**src/wt_map.svh**
```systemverilog
// Register indices, field positions, reset values and counts of the watch timer
`ifndef WT_MAP_SVH
`define WT_MAP_SVH
// Register indices (byte address = index * 4)
`define WT_MODE_IDX   16'hff41
`define WT_SET_IDX    16'hff48
`define WT_CLR_IDX    16'hff49
`define WT_STAT_IDX   16'hff4a
`define WT_MASK_IDX   16'hff4b
`define WT_CNT_IDX    16'hff4c
`define WT_PRE_IDX    16'hff4d
// Mode register reset value and writable bits
`define WT_MODE_RST   8'h00
`define WT_MODE_WMASK 8'hfb
// Mode field positions
`define WT_CLKSEL_BIT 7
`define WT_INTV_LSB   4
`define WT_PERIOD_BIT 3
`define WT_RUN_BIT    1
`define WT_EN_BIT     0
// Interrupt status bit positions
`define WT_IRQ_WATCH  0
`define WT_IRQ_INTV   1
// Counts
`define WT_MAIN_DIV_W 7
`define WT_PRE_W      9
`define WT_CNT_W      5
`define WT_TAP_BASE   4'h4
`define WT_TAP_MAX    3'h5
`define WT_SHORT_TAP  5
`endif

```
**src/wt_pkg.sv**
```systemverilog
// Types shared by the watch timer modules
`include "wt_map.svh"
package wt_pkg;
  // Mode register layout
  typedef struct packed {
    logic       count_clock_select;
    logic [2:0] interval_select;
    logic       watch_period_select;
    logic       unused;
    logic       counter_run;
    logic       operation_enable;
  } mode_s;

  // Prescaler outputs handed to the main block
  typedef struct packed {
    logic                 tick;
    logic [`WT_PRE_W-1:0] value;
  } pre_out_s;

  // Prescaler state
  typedef struct packed {
    logic [`WT_MAIN_DIV_W-1:0] div;
    logic                      s1;
    logic                      s2;
    logic                      s3;
    logic                      tick;
    logic [`WT_PRE_W-1:0]      value;
  } pre_state_s;

  // Main block state
  typedef struct packed {
    mode_s                mode;
    logic [1:0]           status;
    logic [1:0]           mask;
    logic [`WT_CNT_W-1:0] cnt;
    logic                 armed;
    logic                 ack;
    logic [31:0]          dat;
    logic                 watch_p;
    logic                 intv_p;
    logic                 irq;
  } wt_state_s;
endpackage

```
**src/watch_timer.sv**
```systemverilog
// Watch timer and interval timer with Wishbone register access
// Operation
// RULE1: Reset clears the mode register to zero; timer stopped.
// RULE2: Bit 7 selects main clock divided by 128 or subsystem clock.
// RULE3: Bits 6..4 pick prescaler tap 2^4..2^9; codes 6 and 7 prohibited.
// RULE4: Bit 3 selects watch period of 2^14 or 2^5 timer clocks.
// RULE5: Bit 1 set starts the 5-bit counter; cleared stops and zeroes it.
// RULE6: Bit 0 enables prescaler; cleared clears prescaler and counter.
// RULE7: Watch counting and interrupt only while bits 0 and 1 both set.
// RULE8: Toggling bit 1 restarts counter at zero, prescaler keeps running.
// RULE9: Interval interrupt repeats at the tap while bit 0 is set.
// RULE10: Software stops the timer before changing bits 7..3.
// RULE11: Counter starts after one full prescaler cycle; first interrupt late.
// RULE12: Mode register accepts whole-byte and single-bit writes.
// RULE13: Watch and interval paths run together off one prescaler.
// RULE14: Bit 2 is unused, reads zero, ignores writes.
// RULE15: Each watch or interval request is a one-clock pulse.
//
// Design decision made here: the Wishbone interface to the registers.
`timescale 1ns/1ps
`include "wt_map.svh"
module watch_timer #(
  parameter int AW = 18
) (
  // Clock and reset
  input  wire logic          CLK_I,
  input  wire logic          RESET_N_I,
  // Wishbone slave
  input  wire logic          CYC_I,
  input  wire logic          STB_I,
  input  wire logic          WE_I,
  input  wire logic [AW-1:0] ADR_I,
  input  wire logic [3:0]    SEL_I,
  input  wire logic [31:0]   DAT_I,
  output logic      [31:0]   DAT_O,
  output logic               ACK_O,
  // Subsystem clock pin
  input  wire logic          SUBCLK_I,
  // Interrupts
  output logic               WATCH_IRQ_O,
  output logic               INTERVAL_IRQ_O,
  output logic               IRQ_O
);
  import wt_pkg::*;

  localparam int PRE_W = `WT_PRE_W;

  wt_state_s            st;
  wt_state_s            nx;
  pre_out_s             pre;
  logic                 acc;
  logic                 wr;
  logic [15:0]          idx;
  logic [7:0]           wd;
  logic                 run;
  logic                 p9;
  logic                 p5;
  logic [3:0]           tap_len;
  logic [PRE_W-1:0]     tap_mask;
  logic                 intv_ok;
  logic                 intv_ev;
  logic                 watch_ev;
  logic [1:0]           clr_st;

  // Shared prescaler feeds both interrupt paths
  wt_prescaler u_pre ( // RULE13
    .clk_i     (CLK_I),
    .reset_n_i (RESET_N_I),
    .subclk_i  (SUBCLK_I),
    .clk_sel_i (st.mode.count_clock_select),
    .enable_i  (st.mode.operation_enable),
    .pre_o     (pre)
  );

  // Bus decode
  assign acc = CYC_I & STB_I;
  assign wr  = acc & st.ack & WE_I & SEL_I[0];
  assign idx = ADR_I[AW-1:2];
  assign wd  = DAT_I[7:0];

  // Prescaler overflow points
  assign run = st.mode.operation_enable & st.mode.counter_run; // RULE7
  assign p9  = pre.tick & (&pre.value);
  assign p5  = pre.tick & (&pre.value[`WT_SHORT_TAP-1:0]);

  // Interval tap mask, one bit per prescaler stage
  assign tap_len = `WT_TAP_BASE + {1'b0, st.mode.interval_select};
  for (genvar i = 0; i < PRE_W; i++) begin : g_tap
    assign tap_mask[i] = (4'(i) < tap_len); // RULE3
  end
  assign intv_ok = st.mode.interval_select <= `WT_TAP_MAX; // RULE3

  // Interval event while enabled, regardless of counter control
  assign intv_ev = st.mode.operation_enable & intv_ok & pre.tick // RULE9
                 & ((pre.value & tap_mask) == tap_mask);

  // Watch event: counter overflow or short tap, once armed
  always_comb begin
    if (st.mode.watch_period_select) begin // RULE4
      watch_ev = run & st.armed & p5;
    end else begin
      watch_ev = run & st.armed & p9 & (&st.cnt);
    end
  end

  // Register file, counter and interrupts
  always_comb begin
    nx     = st;
    clr_st = 2'h0;
    nx.ack = acc & ~st.ack;
    // Writes land on the edge where the master samples ack
    if (wr) begin
      case (idx)
        `WT_MODE_IDX: nx.mode = mode_s'(wd & `WT_MODE_WMASK); // RULE12 RULE14
        `WT_SET_IDX:  nx.mode = mode_s'(st.mode | (wd & `WT_MODE_WMASK)); // RULE12
        `WT_CLR_IDX:  nx.mode = mode_s'(st.mode & ~wd); // RULE12
        `WT_STAT_IDX: clr_st  = wd[1:0];
        `WT_MASK_IDX: nx.mask = wd[1:0];
        default:      nx.mode = st.mode;
      endcase
    end
    // Read data captured when the request is accepted
    if (acc && !st.ack) begin
      case (idx)
        `WT_MODE_IDX: nx.dat = {24'h0, st.mode};
        `WT_SET_IDX:  nx.dat = {24'h0, st.mode};
        `WT_CLR_IDX:  nx.dat = {24'h0, st.mode};
        `WT_STAT_IDX: nx.dat = {30'h0, st.status};
        `WT_MASK_IDX: nx.dat = {30'h0, st.mask};
        `WT_CNT_IDX:  nx.dat = {26'h0, st.armed, st.cnt};
        `WT_PRE_IDX:  nx.dat = {23'h0, pre.value};
        default:      nx.dat = 32'h0;
      endcase
    end
    // Five-bit watch counter
    if (!run) begin // RULE5 RULE6 RULE7 RULE8
      nx.cnt   = '0;
      nx.armed = 1'b0;
    end else if (p9) begin
      if (!st.armed) begin // RULE11
        nx.armed = 1'b1;
      end else begin
        nx.cnt = st.cnt + 1'b1;
      end
    end
    // Sticky status, set wins over clear
    nx.status = (st.status & ~clr_st) | {intv_ev, watch_ev};
    nx.watch_p = watch_ev; // RULE15
    nx.intv_p  = intv_ev; // RULE15
    nx.irq     = |(nx.status & nx.mask);
  end

  // State register
  always_ff @(posedge CLK_I or negedge RESET_N_I) begin
    if (!RESET_N_I) begin
      st      <= '0;
      st.mode <= mode_s'(`WT_MODE_RST); // RULE1
    end else begin
      st <= nx;
    end
  end

  // Outputs
  assign DAT_O          = st.dat;
  assign ACK_O          = st.ack;
  assign WATCH_IRQ_O    = st.watch_p;
  assign INTERVAL_IRQ_O = st.intv_p;
  assign IRQ_O          = st.irq;

  // First cycle after reset marker for checks
  logic rel_r;
  always_ff @(posedge CLK_I or negedge RESET_N_I) begin
    if (!RESET_N_I) begin
      rel_r <= 1'b0;
    end else begin
      rel_r <= 1'b1;
    end
  end
endmodule

```
**src/wt_prescaler.sv**
```systemverilog
// Timer clock selection and 9-bit prescaler of the watch timer
`timescale 1ns/1ps
module wt_prescaler (
  // Clock and reset
  input  wire logic              clk_i,
  input  wire logic              reset_n_i,
  // Subsystem clock pin
  input  wire logic              subclk_i,
  // Control
  input  wire logic              clk_sel_i,
  input  wire logic              enable_i,
  // Prescaler outputs
  output wt_pkg::pre_out_s       pre_o
);
  import wt_pkg::*;

  pre_state_s st_r;
  pre_state_s st_nxt;

  // Timer tick from main divider or subsystem clock edge, then prescaler
  always_comb begin
    st_nxt = st_r;
    st_nxt.s1 = subclk_i;
    st_nxt.s2 = st_r.s1;
    st_nxt.s3 = st_r.s2;
    if (!enable_i) begin // RULE6
      st_nxt.div   = '0;
      st_nxt.tick  = 1'b0;
      st_nxt.value = '0;
    end else begin
      st_nxt.div = st_r.div + 1'b1;
      if (clk_sel_i) begin // RULE2
        st_nxt.tick = st_r.s2 & ~st_r.s3;
      end else begin
        st_nxt.tick = &st_r.div;
      end
      if (st_r.tick) begin
        st_nxt.value = st_r.value + 1'b1;
      end
    end
  end

  // State register
  always_ff @(posedge clk_i or negedge reset_n_i) begin
    if (!reset_n_i) begin
      st_r <= '0;
    end else begin
      st_r <= st_nxt;
    end
  end

  assign pre_o.tick  = st_r.tick;
  assign pre_o.value = st_r.value;
endmodule
```
**config.mk**
```make
export PLATFORM = sky130hd
export DESIGN_NAME = watch_timer
export DESIGN_NICKNAME = d
export VERILOG_FILES = /design/src/wt_pkg.sv /design/src/watch_timer.sv /design/src/wt_prescaler.sv
export VERILOG_INCLUDE_DIRS = /design/src
export SDC_FILE = /design/constraint.sdc
export NUM_CORES = 1
export LEC_CHECK = 0
export BUFFER_PORTS_ARGS = -buffer_cell sky130_fd_sc_hd__buf_2
export CORE_ASPECT_RATIO = 1.4
export CORE_MARGIN = 3
export CORE_UTILIZATION = 46
export DETAILED_ROUTE_END_ITERATION = 8
export PLACE_DENSITY = 0.77
export SYNTH_ARGS = -nofsm -noshare
export SYNTH_HDL_FRONTEND = slang
export SYNTH_HIERARCHICAL = 1
export SYNTH_SLANG_ARGS = --single-unit
```
**constraint.sdc**
```tcl
create_clock -name CLK_I -period 1.8 [get_ports CLK_I]
set_clock_uncertainty 0.05 [all_clocks]
set_input_delay 0.36 -clock CLK_I [delete_from_list [all_inputs] [get_ports CLK_I]]
set_output_delay 0.36 -clock CLK_I [all_outputs]
set_load 0.01 [all_outputs]
```
==> results <==
- The delay of the slowest cell on the worst path is 0.55 ns.
- The area share of the leading cell type in the synthesized netlist is 44.5%.
- A synthesized cell averages 10.1 um^2.
- The H-tree was split into 2 levels.
- The critical path goes through buf_2 -> or4b_4 -> nor3_4 -> buf_4 -> nand4_1 -> mux2_2 -> o2bb2ai_2.
- In this run the tool buffered the top-level ports with 43 buffer cells.
- The sum of buffers and inverters on the critical path is 2.
- Across the run, the number of max-cap violations was 0.
- For this block, the initial DRC count from the detailed router was 92.
- Across the VDD grid, the largest voltage drop is 0.319 mV.
- After layout, the worst setup slack is -0.0430 ns.
- At the end of the flow, the number of nets in the layout was 396.
- Based on the critical path, the design can be clocked at up to 543 MHz.
- The fraction of synthesis flops using an asynchronous set or reset pin is 100%.
- In this run switching power makes up 23.2% of total power.
- The tightest min-delay check is of the input port to flip-flop type.
- The mean routed wirelength per cell is 14.8 um.
- 96 I/O pins were placed.
- The total inserted antenna cells is 0.
- The detailed-route via count is 2213.
- Once placement finished, the instance area stood at 3070 um^2.
- The combinational cell fraction of total power is 7.0%.
- The total power density per cell area is 589 nW/um^2.
- On the critical path, the stage with the largest delay is an instance of or4b_4.
- The largest total area in the synthesized netlist belongs to dfrtp_1.
- The critical path is of the input port to flip-flop type.
- The met1 routed wirelength after detailed routing is 2240 um.
- The critical path endpoint category is a flip-flop.
- From left edge to right edge, the die measures 72.7 um.
- The pin count of the biggest net entering global routing is 52.
- Counting flops and latches in the post-synthesis netlist gives 51.
- The clock sink count is 51.
- The number of rows created at floorplan is 33.
- The clock latency reported for the late side of the worst-skew pair is 0.30 ns.
- The sum of met3 wire segment lengths after detailed routing is 229 um.
- The total number of yosys warnings is 6.
- The die covers 7230 um^2.
- The multi-input logic area is 1370 um^2.
- The number of global-route vias before repair came to 2212.
- The maximum clock insertion buffer count is 2.
- The number of instances in the synthesized netlist is 285.
- The final worst-path cycle share is 102%.
- Among all flip-flop cells after synthesis, the most frequent one is dfrtp_1.
- The CTS tree is done.
- Summed over all nets, wire length on met2 after detailed routing comes to 3340 um.
- In this run, CTS created clock tree buffers numbering 5.
- The required time at the endpoint of the critical path is 1.93 ns.
- The core region is 5950 um^2.
- The number of antenna violations at the first check in global routing was 0.
- After detailed routing, the number of remaining DRC violations is 0.
- The first global-routing pass estimated 9830 um of wire.
- The number of different library cells used by synthesis comes to 46.
- The final reports fail on negative setup slack.
- The master cell of the clock root buffer is clkbuf_8.
- Setup repair after global routing could not meet its margin everywhere.
- The sort of element at the start of the critical path is an input port.
- The kind of cell with the highest combined delay along the critical path is simple AND/OR/NAND/NOR gates.
- The clock group share of total power is 32.8%.
- At the worst endpoint, the arrival time is 1.98 ns.
- The number of endpoints failing setup at the final stage is 1.
- After detailed routing, the total wire length is 5970 um.
- Sequential cells account for 60.2% of the total power.
- The number of hold violations in the final report is 0.
- In the final layout, the share of cells above drive strength 1 is 27.3%.
- The maximum net fanout on the critical path is 5.
- In this run the power spent charging and discharging nets is 0.000443 W.
- Once the floorplan was initialized, standard cells occupied 48.2% of the core.
- The flow ran to the end, but the final reports show violations.
- The shortest period the worst path allows is 1.84 ns.
- Signal routing reaches up to met4.
- The register area share after synthesis is 44.5%.
- Across the whole layout, storage elements account for 1280 um^2.
- Internal power comes to 0.00147 W.
- The via density per instance is 5.49.
- The routability-driven placement congestion ratio is 0.839.
- The height of the die is 99.4 um.
- Compared with the post-synthesis result, the final layout area differs by 13.3%.
- After global routing the overflow that remains totals 0.
- The all-layer global routing usage is 17.0%.
- Yosys attributes the largest share of cell area to dfrtp_1, buf_4, o21ai_0.
- The cell area after synthesis is 2870 um^2.
- The count of fill cells added during filler insertion is 558.
- The number of slew-limit violations in the final report was 0.
- Hold timing on the final database bottoms out at a slack of 0.110 ns.
- After routing the design area is 3250 um^2.
- The number of routed nets with antenna violations is 0.
- The number of enable-type register cells in the synthesized netlist is 0.
- The number of optimization iterations in the first detailed-route pass is 4.
- The placed wire-length estimate after detailed placement is 4560 um.
- The leakage power is 1.50 nW.
- The clock slew at the register clock pins of the worst setup and hold paths is 0.09 ns.
-- per-layer routing --
metal  global-route usage (%)  vias to the layer above
met5                        0                        -
met4                     6.82                        0
met3                     3.13                       17
li1                         -                     1055
met1                     18.7                     1080
met2                     31.5                       61
-- what timing repair did --
action	CTS	global route
hold endpoints to repair	40	0
pin swaps	5	7
hold buffers	1	0
endpoints found under the setup margin	1	16
resized for setup	6	8
buffers inserted	1	1
-- power by group through the flow --
stage          combinational (W)  clock (W)  sequential [W]
2_1_floorplan          0.0000900          0         0.00117
3_3_place_gp            0.000126          0         0.00117
5_1_grt                 0.000150   0.000678         0.00115
6_report                0.000134   0.000627         0.00115
4_1_cts                 0.000131   0.000647         0.00115
3_5_place_dp            0.000129          0         0.00117
-- cells in the final DEF, fill, tap and decap left out, drive strengths merged, types with 9 or more instances in the layout --
cell type and count:
o21ai 19, nand3 11, dfrtp 51, or3 9, a22oi 12, nand2 15
buf 65, nand4 12, conb 23, nor2 11
-- cell usage after synthesis (2+ instances only) --
master and instances:
a21boi_0 7, o21ai_0 19, inv_1 7, nand2_1 14, or3_1 7, buf_4 43
and3b_1 2, nor2_1 9, and3_1 2, xnor2_1 8, or4b_1 2, mux2i_1 3
a32oi_1 2, a22oi_1 12, nand3_1 11, o21bai_1 7, and2_1 8, a21oi_1 7
nor2_4 2, dfrtp_1 51, a22o_1 7, clkbuf_1 4, nor2b_1 5, ha_1 4
a221oi_1 2, o2bb2ai_1 2, xor2_1 3, nor3_1 4, nand2b_1 3, nand4_1 12
-- sequential cells by signal, indices dropped and copies added (netlist names) --
signal          flops
u_pre/pre_o        10
DAT_O               9
u_pre/st_nxt        2
ACK_O               1
INTERVAL_IRQ_O      1
IRQ_O               1
st                 18
WATCH_IRQ_O         1
u_pre/st_r          8
-- final timing paths --
kind,startpoint,endpoint,slack [ns],cells past startpoint
max in group asynchronous,RESET_N_I,WATCH_IRQ_O$_DFF_PN0_,0.96,3
setup reg to reg,st[37]$_DFFE_PN0P_,IRQ_O$_DFF_PN0_,-0.02,8
hold reg to reg,u_pre/st_nxt[11]$_DFF_PN0_,u_pre/st_nxt[10]$_DFF_PN0_,0.31,0
min in group asynchronous,RESET_N_I,u_pre/st_nxt[10]$_DFF_PN0_,0.51,3
hold / removal,SUBCLK_I,u_pre/st_nxt[11]$_DFF_PN0_,0.11,1
setup / recovery,ADR_I[9],IRQ_O$_DFF_PN0_,-0.04,7
-- stage by stage --
| step | TNS (ns) | util (%) | power, W | worst slack, ns | cells |
|---|---|---|---|---|---|
| after floorplan | -0.322 | - | 0.00126 | -0.0526 | 307 |
| after global placement | -4.48 | 51.7 | 0.00130 | -0.261 | 392 |
| after detailed placement | -5.16 | 51.7 | 0.00130 | -0.315 | 392 |
| after CTS | -0.0232 | 53.9 | 0.00193 | -0.0232 | 402 |
| after global routing | -0.0845 | 54.6 | 0.00198 | -0.0786 | 403 |
| final | -0.0430 | 54.6 | 0.00191 | -0.0430 | 403 |
-- logic make-up (layout without fill, tap and decap cells) --
kind of cell | after synthesis | in the layout | synth area share (%)
AO/OA/AOI/OAI | 69 | 69 | 16.6
XOR/XNOR | 11 | 11 | 3.36
adder cells (fa/ha/maj) | 4 | 4 | 1.75
buffers and inverters | 55 | 81 | 12.9
flip-flops | 51 | 51 | 44.5
multiplexers | 4 | 4 | 1.44
other | 1 | 23 | 0.131
AND/OR/NAND/NOR | 90 | 90 | 19.3
-- final cells by class --
| cell class | instances | share of cell area [%] |
|---|---|---|
| Clock inverter | 1 | 0.154 |
| Inverter | 7 | 0.809 |
| Sequential cell | 51 | 39.3 |
| Tap cell | 70 | 2.70 |
| Timing Repair Buffer | 66 | 12.6 |
| Multi-Input combinational cell | 201 | 42.1 |
| Clock buffer | 7 | 2.35 |
-- worst register-to-register path: stages (launching register included) --
cell	delay [ns]
dfrtp_1	0.39
ha_2	0.19
and3_4	0.16
ha_4	0.15
nor2b_4	0.12
a32oi_2	0.25
nor3_2	0.10
a21o_1	0.20
o2bb2ai_2	0.12
Power figures use the tool's default switching activity.
